**config.mk**
```make
export PLATFORM = sky130hd
export DESIGN_NAME = ghk_top
export DESIGN_NICKNAME = d
export VERILOG_FILES = /design/src/inc/ghk_pkg.sv /design/src/hw/ghk_byte_flag.sv /design/src/hw/ghk_irq_out.sv /design/src/hw/ghk_top.sv
export SDC_FILE = /design/constraint.sdc
export NUM_CORES = 1
export LEC_CHECK = 0
export ABC_AREA = 1
export BUFFER_PORTS_ARGS = -buffer_cell sky130_fd_sc_hd__clkbuf_2
export CAP_MARGIN = 20
export CORE_AREA = 5 5 119 93
export CTS_CLUSTER_SIZE = 14
export DETAILED_ROUTE_END_ITERATION = 8
export DIE_AREA = 0 0 124 98
export PLACE_DENSITY_LB_ADDON = 0.08
export SYNTH_ARGS = -nofsm -noshare
export SYNTH_HDL_FRONTEND = slang
export SYNTH_SLANG_ARGS = --single-unit
```
**constraint.sdc**
```tcl
create_clock -name core_clk_in -period 2.26 [get_ports core_clk_in]
set_input_delay 0.113 -clock core_clk_in [delete_from_list [all_inputs] [get_ports core_clk_in]]
set_output_delay 0.113 -clock core_clk_in [all_outputs]
set_load 0.02 [all_outputs]
```
**src/inc/ghk_pkg.sv**
```systemverilog
package ghk_pkg;
    localparam int ADDR_W = 8;
    localparam int DATA_W = 8;
    localparam int PIN_N = 24;
    localparam int SRC_N = 9;
    // Register byte addresses
    localparam logic [7:0] CFG_HI_ADDR = 8'h10;
    localparam logic [7:0] CFG_LO_ADDR = 8'h11;
    localparam logic [7:0] SRC_EN_HI_ADDR = 8'h12;
    localparam logic [7:0] SRC_EN_LO_ADDR = 8'h13;
    localparam logic [7:0] SRC_FLAG_HI_ADDR = 8'h14;
    localparam logic [7:0] SRC_FLAG_LO_ADDR = 8'h15;
    localparam logic [7:0] PIN_EN_HI_ADDR = 8'h16;
    localparam logic [7:0] PIN_EN_MID_ADDR = 8'h17;
    localparam logic [7:0] PIN_EN_LO_ADDR = 8'h18;
    localparam logic [7:0] PIN_FLAG_HI_ADDR = 8'h19;
    localparam logic [7:0] PIN_FLAG_MID_ADDR = 8'h1a;
    localparam logic [7:0] PIN_FLAG_LO_ADDR = 8'h1b;
    // Control field positions
    localparam int CFG_GLOBAL_EN_BIT = 0;
    localparam int CFG_EDGE_BIT = 1;
    localparam int CFG_POL_BIT = 2;
    localparam int GPIO_SRC_BIT = 8;
    localparam logic [2:0] CFG_RESET = 3'h0;
    localparam logic [8:0] SRC_EN_RESET = 9'h000;
    localparam logic [23:0] PIN_EN_RESET = 24'h000000;
    // Edge pulse width
    localparam int CLK_PERIOD_NS = 40;
    localparam int EDGE_PULSE_NS = 250;
    localparam int EDGE_PULSE_CYC = EDGE_PULSE_NS / CLK_PERIOD_NS;
    localparam int PULSE_CNT_W = 4;
endpackage

```
**src/hw/ghk_byte_flag.sv**
```systemverilog
`timescale 1ns/1ns
// One byte of sticky flags: set by events, write-one-to-clear, set wins
module ghk_byte_flag (
    input wire logic core_clk_in, // Clock
    input wire logic rstn_in, // Async reset, active low
    input wire logic [7:0] event_in, // Set pulses
    input wire logic clr_wr_in, // Write strobe to this byte
    input wire logic [7:0] clr_data_in, // Ones clear
    output logic [7:0] flag_out // Sticky flags
);
    logic [7:0] flag_reg;
    logic [7:0] flag_next;
    wire logic [7:0] clr_mask = clr_wr_in ? clr_data_in : 8'h00;

    assign flag_next = (flag_reg & ~clr_mask) | event_in;
    assign flag_out = flag_reg;

    always_ff @(posedge core_clk_in or negedge rstn_in) begin
        if (!rstn_in) begin
            flag_reg <= 8'h00;
        end else begin
            flag_reg <= flag_next;
        end
    end
endmodule

```
**src/hw/ghk_irq_out.sv**
```systemverilog
`timescale 1ns/1ns
// Host interrupt pin shaper: level or fixed-width pulse, selectable polarity
module ghk_irq_out (
    input wire logic core_clk_in, // Clock
    input wire logic rstn_in, // Async reset, active low
    input wire logic req_in, // Qualified pending request
    input wire logic edge_mode_in, // 1 = pulse output
    input wire logic active_high_in, // 1 = active high
    output logic irq_out // Host interrupt level
);
    logic req_d_reg;
    logic [ghk_pkg::PULSE_CNT_W-1:0] cnt_reg;
    logic [ghk_pkg::PULSE_CNT_W-1:0] cnt_next;
    logic irq_reg;
    logic irq_next;
    wire logic rise = req_in & ~req_d_reg;
    wire logic active = edge_mode_in ? (cnt_next != '0) : req_in;
    localparam logic [ghk_pkg::PULSE_CNT_W-1:0] PULSE_LEN =
        ghk_pkg::PULSE_CNT_W'(ghk_pkg::EDGE_PULSE_CYC);

    // One pulse per new request; a held request does not retrigger
    assign cnt_next = rise ? PULSE_LEN : ((cnt_reg != '0) ? cnt_reg - 1'b1 : cnt_reg);
    assign irq_next = active_high_in ? active : ~active;
    assign irq_out = irq_reg;

    always_ff @(posedge core_clk_in or negedge rstn_in) begin
        if (!rstn_in) begin
            req_d_reg <= 1'b0;
            cnt_reg <= '0;
            irq_reg <= 1'b1;
        end else begin
            req_d_reg <= req_in;
            cnt_reg <= cnt_next;
            irq_reg <= irq_next;
        end
    end
endmodule

```
**src/hw/ghk_top.sv**
```systemverilog
`timescale 1ns/1ns
module ghk_top (
    input wire logic core_clk_in, // Clock, 25 MHz
    input wire logic rstn_in, // Async reset, active low
    input wire logic [7:0] reg_addr_in, // Register byte address
    input wire logic reg_wr_in, // Write strobe, one cycle
    input wire logic reg_rd_in, // Read strobe, one cycle
    input wire logic [7:0] reg_wdata_in, // Write data
    input wire logic [23:0] pin_event_in, // Per-pin trigger pulses
    input wire logic [7:0] src_event_in, // Other source trigger pulses
    output logic [7:0] reg_rdata_out, // Read data, registered
    output logic irq_out // Host interrupt pin level
);
    logic [2:0] cfg_reg;
    logic [8:0] src_en_reg;
    logic [23:0] pin_en_reg;
    logic [8:0] src_flag_reg;
    logic [8:0] src_flag_next;
    logic [7:0] rdata_reg;
    logic [7:0] rdata_next;
    wire logic [23:0] pin_flag;
    logic irq_pin;

    wire logic wr_cfg_lsb = reg_wr_in && (reg_addr_in == ghk_pkg::CFG_LO_ADDR);
    wire logic wr_en_msb = reg_wr_in && (reg_addr_in == ghk_pkg::SRC_EN_HI_ADDR);
    wire logic wr_en_lsb = reg_wr_in && (reg_addr_in == ghk_pkg::SRC_EN_LO_ADDR);
    wire logic wr_flag_msb = reg_wr_in && (reg_addr_in == ghk_pkg::SRC_FLAG_HI_ADDR);
    wire logic wr_flag_lsb = reg_wr_in && (reg_addr_in == ghk_pkg::SRC_FLAG_LO_ADDR);
    wire logic [2:0] wr_pin_en;
    wire logic [2:0] wr_pin_flag;
    assign wr_pin_en[2] = reg_wr_in && (reg_addr_in == ghk_pkg::PIN_EN_HI_ADDR);
    assign wr_pin_en[1] = reg_wr_in && (reg_addr_in == ghk_pkg::PIN_EN_MID_ADDR);
    assign wr_pin_en[0] = reg_wr_in && (reg_addr_in == ghk_pkg::PIN_EN_LO_ADDR);
    assign wr_pin_flag[2] = reg_wr_in && (reg_addr_in == ghk_pkg::PIN_FLAG_HI_ADDR);
    assign wr_pin_flag[1] = reg_wr_in && (reg_addr_in == ghk_pkg::PIN_FLAG_MID_ADDR);
    assign wr_pin_flag[0] = reg_wr_in && (reg_addr_in == ghk_pkg::PIN_FLAG_LO_ADDR);

    // Pin flags, one byte per instance
    genvar gi;
    for (gi = 0; gi < 3; gi++) begin : g_pin
        ghk_byte_flag u_flag (
            .core_clk_in(core_clk_in),
            .rstn_in(rstn_in),
            .event_in(pin_event_in[gi*8 +: 8]),
            .clr_wr_in(wr_pin_flag[gi]),
            .clr_data_in(reg_wdata_in),
            .flag_out(pin_flag[gi*8 +: 8])
        );
    end

    // Summary re-sets while an enabled pin flag remains, so clear pin first
    wire logic gpio_pending = |(pin_flag & pin_en_reg);
    wire logic [8:0] src_set = {gpio_pending, src_event_in};
    wire logic [8:0] src_clr = {wr_flag_msb ? reg_wdata_in[0] : 1'b0,
                                wr_flag_lsb ? reg_wdata_in : 8'h00};
    assign src_flag_next = (src_flag_reg & ~src_clr) | src_set;

    wire logic irq_req = cfg_reg[ghk_pkg::CFG_GLOBAL_EN_BIT]
                         && |(src_flag_reg & src_en_reg);

    always_comb begin
        rdata_next = 8'h00;
        if (reg_addr_in == ghk_pkg::CFG_LO_ADDR) begin
            rdata_next = {5'h00, cfg_reg};
        end else if (reg_addr_in == ghk_pkg::SRC_EN_HI_ADDR) begin
            rdata_next = {7'h00, src_en_reg[8]};
        end else if (reg_addr_in == ghk_pkg::SRC_EN_LO_ADDR) begin
            rdata_next = src_en_reg[7:0];
        end else if (reg_addr_in == ghk_pkg::SRC_FLAG_HI_ADDR) begin
            rdata_next = {7'h00, src_flag_reg[8]};
        end else if (reg_addr_in == ghk_pkg::SRC_FLAG_LO_ADDR) begin
            rdata_next = src_flag_reg[7:0];
        end else if (reg_addr_in == ghk_pkg::PIN_EN_HI_ADDR) begin
            rdata_next = pin_en_reg[23:16];
        end else if (reg_addr_in == ghk_pkg::PIN_EN_MID_ADDR) begin
            rdata_next = pin_en_reg[15:8];
        end else if (reg_addr_in == ghk_pkg::PIN_EN_LO_ADDR) begin
            rdata_next = pin_en_reg[7:0];
        end else if (reg_addr_in == ghk_pkg::PIN_FLAG_HI_ADDR) begin
            rdata_next = pin_flag[23:16];
        end else if (reg_addr_in == ghk_pkg::PIN_FLAG_MID_ADDR) begin
            rdata_next = pin_flag[15:8];
        end else if (reg_addr_in == ghk_pkg::PIN_FLAG_LO_ADDR) begin
            rdata_next = pin_flag[7:0];
        end
    end

    always_ff @(posedge core_clk_in or negedge rstn_in) begin
        if (!rstn_in) begin
            rdata_reg <= 8'h00;
        end else if (reg_rd_in) begin
            rdata_reg <= rdata_next;
        end
    end

    always_ff @(posedge core_clk_in or negedge rstn_in) begin
        if (!rstn_in) begin
            cfg_reg <= ghk_pkg::CFG_RESET;
        end else if (wr_cfg_lsb) begin
            cfg_reg <= reg_wdata_in[2:0];
        end
    end

    always_ff @(posedge core_clk_in or negedge rstn_in) begin
        if (!rstn_in) begin
            src_en_reg <= ghk_pkg::SRC_EN_RESET;
        end else if (wr_en_msb) begin
            src_en_reg[8] <= reg_wdata_in[0];
        end else if (wr_en_lsb) begin
            src_en_reg[7:0] <= reg_wdata_in;
        end
    end

    always_ff @(posedge core_clk_in or negedge rstn_in) begin
        if (!rstn_in) begin
            pin_en_reg <= ghk_pkg::PIN_EN_RESET;
        end else begin
            if (wr_pin_en[2]) begin
                pin_en_reg[23:16] <= reg_wdata_in;
            end
            if (wr_pin_en[1]) begin
                pin_en_reg[15:8] <= reg_wdata_in;
            end
            if (wr_pin_en[0]) begin
                pin_en_reg[7:0] <= reg_wdata_in;
            end
        end
    end

    always_ff @(posedge core_clk_in or negedge rstn_in) begin
        if (!rstn_in) begin
            src_flag_reg <= 9'h000;
        end else begin
            src_flag_reg <= src_flag_next;
        end
    end

    ghk_irq_out u_irq (
        .core_clk_in(core_clk_in),
        .rstn_in(rstn_in),
        .req_in(irq_req),
        .edge_mode_in(cfg_reg[ghk_pkg::CFG_EDGE_BIT]),
        .active_high_in(cfg_reg[ghk_pkg::CFG_POL_BIT]),
        .irq_out(irq_pin)
    );

    assign reg_rdata_out = rdata_reg;
    assign irq_out = irq_pin;
endmodule

```
Yosys cells after proc, flatten, opt, wreduce, memory -nomap -nowiden
Cells that the tools add are included.
{ "totals": {"output_inout_bits": 9, "reg_bits": 83, "word_cells": 81} }
{ "classes": {"bitwise_logic": 18, "n_eq_ne": 11, "n_addsub": 1, "reduce_logical": 17, "muxes": 20} }
{ "ops": {"columns": ["cell", "n"], "rows": [
  ["8-bit 2-to-1 mux", 15],
  ["8-bit by 5-bit equality test with 1-bit output (second input constant)", 11],
  ["24-bit AND", 1],
  ["8-bit AND", 3],
  ["8-bit NOT", 3],
  ["8-bit OR", 3],
  ["24-bit OR reduction", 1],
  ["9-bit AND", 2],
  ["1-bit logical AND", 12],
  ["9-bit NOT", 1],
  ["9-bit OR", 1],
  ["9-bit OR reduction", 1],
  ["4-bit 2-to-1 mux", 2],
  ["4-bit nonzero test", 2],
  ["4-bit by 1-bit subtractor with 4-bit output (second input constant)", 1],
  ["1-bit 2-to-1 mux", 3],
  ["1-bit NOT", 3],
  ["2-bit AND reduction", 1],
  ["1-bit AND", 1]
]} }

Depth between registers and ports, before layout
{ "logic_depth": {"word_depth": 12, "ltp_mapped": 14} }

Hierarchy
Synthesis repeated with hierarchy kept, for this count alone.
{ "unflattened": {"hier_cells": 585, "hier_area_um2": 4356.7} }
{ "modules_own_cells": {"columns": ["mod", "cells_per_inst", "seq_area_each_um2", "area_per_inst_um2", "instances"], "rows": [
  ["ghk_top", 416, 1326.3, 3031.7, 1],
  ["ghk_byte_flag", 41, 200.2, 325.3, 3],
  ["ghk_irq_out", 46, 151.4, 349.1, 1]
]} }

Worst setup path before layout
OpenSTA, ideal clock, no wires.
{ "synth_path": {"path_type": "register to register", "startpoint": "register u_irq.cnt_reg[0] (netlist bit)", "endpoint": "register u_irq.irq_reg (netlist: u_irq.irq_out)", "path_buffers": 0, "synth_period_minus_slack_ns": 1.420, "stages_incl_launch_ff": 12, "arrival_ns": 1.360, "t_required_ns": 2.200, "setup_ns": 0.060, "slack_ns": 0.840, "cell_sequence": "dfrtp_1 > inv_1 > ha_1 > inv_1 > nor2_1 > nand2_1 > xor2_1 > nor3_1 > nand4_1 > nand2_1 > nand2_1 > nand2_1"} }
{ "synth_between": {"elab_chain_cells": 7} }
{ "synth_lines": {"columns": ["item", "line_no", "rtl"], "rows": [
  ["start, declared", "ghk_irq_out.sv:12", "logic [ghk_pkg::PULSE_CNT_W-1:0] cnt_reg;"],
  ["start signal, assigned", "ghk_irq_out.sv:33", "cnt_reg <= cnt_next;"],
  ["4-bit by 1-bit subtractor with 4-bit output / 4-bit nonzero test (equally long branches)", "ghk_irq_out.sv:22", "assign cnt_next = rise ? PULSE_LEN : ((cnt_reg != '0) ? cnt_reg - 1'b1 : cnt_reg);"],
  ["4-bit 2-to-1 mux (*) (2 in series)", "ghk_irq_out.sv:22", null],
  ["4-bit nonzero test (*)", "ghk_irq_out.sv:17", "wire logic active = edge_mode_in ? (cnt_next != '0) : req_in;"],
  ["1-bit 2-to-1 mux (*)", "ghk_irq_out.sv:17", null],
  ["1-bit NOT", "ghk_irq_out.sv:23", "assign irq_next = active_high_in ? active : ~active;"],
  ["1-bit 2-to-1 mux (*)", "ghk_irq_out.sv:23", null],
  ["net u_irq.irq_next", "ghk_irq_out.sv:15", "logic irq_next;"],
  ["end signal, assigned", "ghk_irq_out.sv:34", "irq_reg <= irq_next;"],
  ["end, declared", "ghk_irq_out.sv:14", "logic irq_reg;"]
]} }
The timed path passes the listed nets; every way through them passes the cells marked *.
A chain may end at the register's enable or synchronous reset.

Worst setup path after layout
Same ends and word-level chain as after synthesis.

==> run metrics <==
outcome=finished, final reports clean; deepest clock path buffer count=2; warnings from Yosys=0; clock skew=7.81 ps; Post-Syn Nets=593; drt first pass iters=5; Worst Path Required=2540 ps; cell mode on critical path=nand2_1; share of layout cells above drive strength 1=0.181; n_diodes=0; setup slack at placement=478 ps; Tcrit/Tclk final=0.705; routed vias/inst=4.97; CTS resizes=0; Placeable Area=9890 um2; cell taking the most area after synthesis=dfrtp_1; wirelength, routed=11.6 mm; GRT Overall Usage=0.202; Max Cap Violations=0; Worst-Skew Late Latency=340 ps; # nets final=689; grt total ovfl=0; LEAKAGE=0.00274 uW; Worst path slowest cell=dfrtp_1; Hold WS=150 ps; Slew @ Worst Pin=549 ps; syn_area_per_cell=7.96 um2; num rows=32; vias in the first global route=3765; Filler cells=976; RSZ-0062 raised after global routing=no; via count=3860; starting density of the core=0.435; critical path class=register to register; P per Cell Area=673 nW/um2; fmax=0.627 GHz; DRC Markers=0; final hold viol count=0; CP bufs+invs=2; Initial DRC Count=269; Die Wd=124 um; Layout area overhead=24.2%; synthesized area=4300 um2; CP max FO=4; GP Congestion=0.847; Yosys cell types=34; Die Ht=98 um; CP Cell Sequence=inv_1 -> ha_1 -> inv_1 -> nor2_1 -> nand2_1 -> xor2_1 -> nor3_1 -> nand4_1 -> nand2_1 -> nand2_1 -> nand2_1; Final TNS setup=0 ps; final setup margin=666 ps; final setup fails=0; first-pass GRT wire length=19.1 mm; Cells after Synth=540; Clock transition at path regs=60 ps; flops & latches, synth=83; Final Max Slew Viols=0; Max stage delay on crit path=400 ps; TritonCTS clock tree=yes; post-DR wirelength/cell=14.9 um; clock sink total=83; Synth top area share=0.477; Critical Path Source Type=register; Worst slew margin=0.634; I/O pins=61; die area=12200 um2; Num CTS Buffers=9; antenna viol nets, final=0; CTS H-tree lvls=3; port bufs=60; hpwl dp=8.59 mm; Critical Path End Type=register; Hold Crit Class=input pin to register; largest net degree at the start of global routing=43; critical path arrival=1880 ps; synth top area cells=dfrtp_1, nand2_1, inv_1; CP top delay family=simple AND/OR/NAND/NOR gates; initial antenna violation count=0; CTS root buf=clkbuf_16; peak supply drop=0.380 mV; min Tclk post-route=1590 ps; register area share after synthesis=0.484
report_power, final:
group | leakage (uW) | total, uW | switching [uW] | internal, uW
Sequential | 0.000967 | 1620 | 55.7 | 1560
Clock | 0.000142 | 1470 | 589 | 880
Combinational | 0.00163 | 505 | 302 | 202
stage by stage:
| stage | std cells | power [uW] | utilization | area, um2 |
|---|---|---|---|---|
| final | 776 | 3590 | 0.540 | 5340 |
| after floorplan | 540 | 1920 | - | 4300 |
| after global routing | 776 | 3750 | 0.540 | 5340 |
| after global placement | 728 | 2090 | 0.477 | 4710 |
| after detailed placement | 728 | 2100 | 0.477 | 4710 |
| after CTS | 776 | 3610 | 0.540 | 5340 |
cell families after synthesis:
logic type | count (synthesis) | synth area share
mux | 1 | 0.00233
simple gates | 270 | 0.289
compound gates | 94 | 0.128
xor+xnor | 1 | 0.00204
flops | 83 | 0.484
buf+inv | 90 | 0.0929
fa+ha+maj | 1 | 0.00291
layer usage:
metal | up-vias | wire length, um | track usage
met5 | - | 0 | 0
met4 | 0 | 130 | 0.0480
met3 | 12 | 624 | 0.0434
met2 | 99 | 5180 | 0.307
met1 | 1830 | 5660 | 0.297
li1 | 1919 | - | -
cells in the mapped netlist:
cell	n
nand4_2	1
nor2_8	1
o2111ai_1	1
buf_6	7
inv_4	1
o21ai_1	23
inv_2	3
o21ai_2	9
dfstp_2	1
a22o_1	3
nand3_1	27
nor2_4	4
mux2i_1	1
xor2_1	1
a21oi_1	7
inv_1	76
a21oi_2	1
nor2_2	4
nand2_2	5
or2_2	2
nor2_1	15
nand2_4	8
o21ai_0	41
nand2_1	181
o21bai_1	7
a221oi_1	2
nor4_1	1
buf_4	1
dfrtp_1	82
buf_2	2
ha_1	1
nor3_1	5
nand3b_1	2
nand4_1	14
cells in the final DEF (no fill, tap or decap), types with 5 or more instances in the layout:
cell type / synthesis / layout
o21ai_0: 41 / 41
dfrtp_1: 82 / 82
nand2_4: 8 / 8
nor2_1: 15 / 15
dlygate4sd3_1: 0 / 33
nand3_1: 27 / 27
o21bai_1: 7 / 7
a21oi_1: 7 / 7
clkbuf_2: 0 / 59
inv_1: 76 / 76
nor3_1: 5 / 5
o21ai_2: 9 / 9
nand2_2: 5 / 5
clkbuf_16: 0 / 9
o21ai_1: 23 / 23
nand4_1: 14 / 14
nand2_1: 181 / 181
tightest hold or removal path, stage by stage:
cell and delay (ps):
clkbuf_2 70, inv_1 110, o21ai_2 160
layout make-up:
cell class,count,area [um2],share of cell area
inverters,80,303,0.0567
well taps,136,170,0.0319
clock inverters,4,51.3,0.00961
clock buffers,11,243,0.0455
flip-flops and latches,83,2080,0.389
multi-input cells,367,1820,0.341
repair buffers,95,673,0.126
final timing paths:
path	startpoint	endpoint	slack (ps)	cells past startpoint
min	reg_wdata_in[5]	pin_en_reg[5]	150	3
max reg2reg	u_irq.cnt_reg[0]	u_irq.irq_out	670	11
max in group asynchronous	rstn_in	reg_rdata_out[0]	1350	3
max	u_irq.cnt_reg[0]	u_irq.irq_out	670	11
min reg2reg	reg_rdata_out[0]	reg_rdata_out[0]	480	2
min in group asynchronous	rstn_in	g_pin[0].u_flag.flag_out[4]	290	2
timing repair:
item,4_1_cts,5_1_grt
setup endpoints to repair,0,0
hold buffers,33,0
setup buffers,0,0
endpoints found under the hold margin,72,0
No activity file was read; power rests on OpenSTA's default activity.
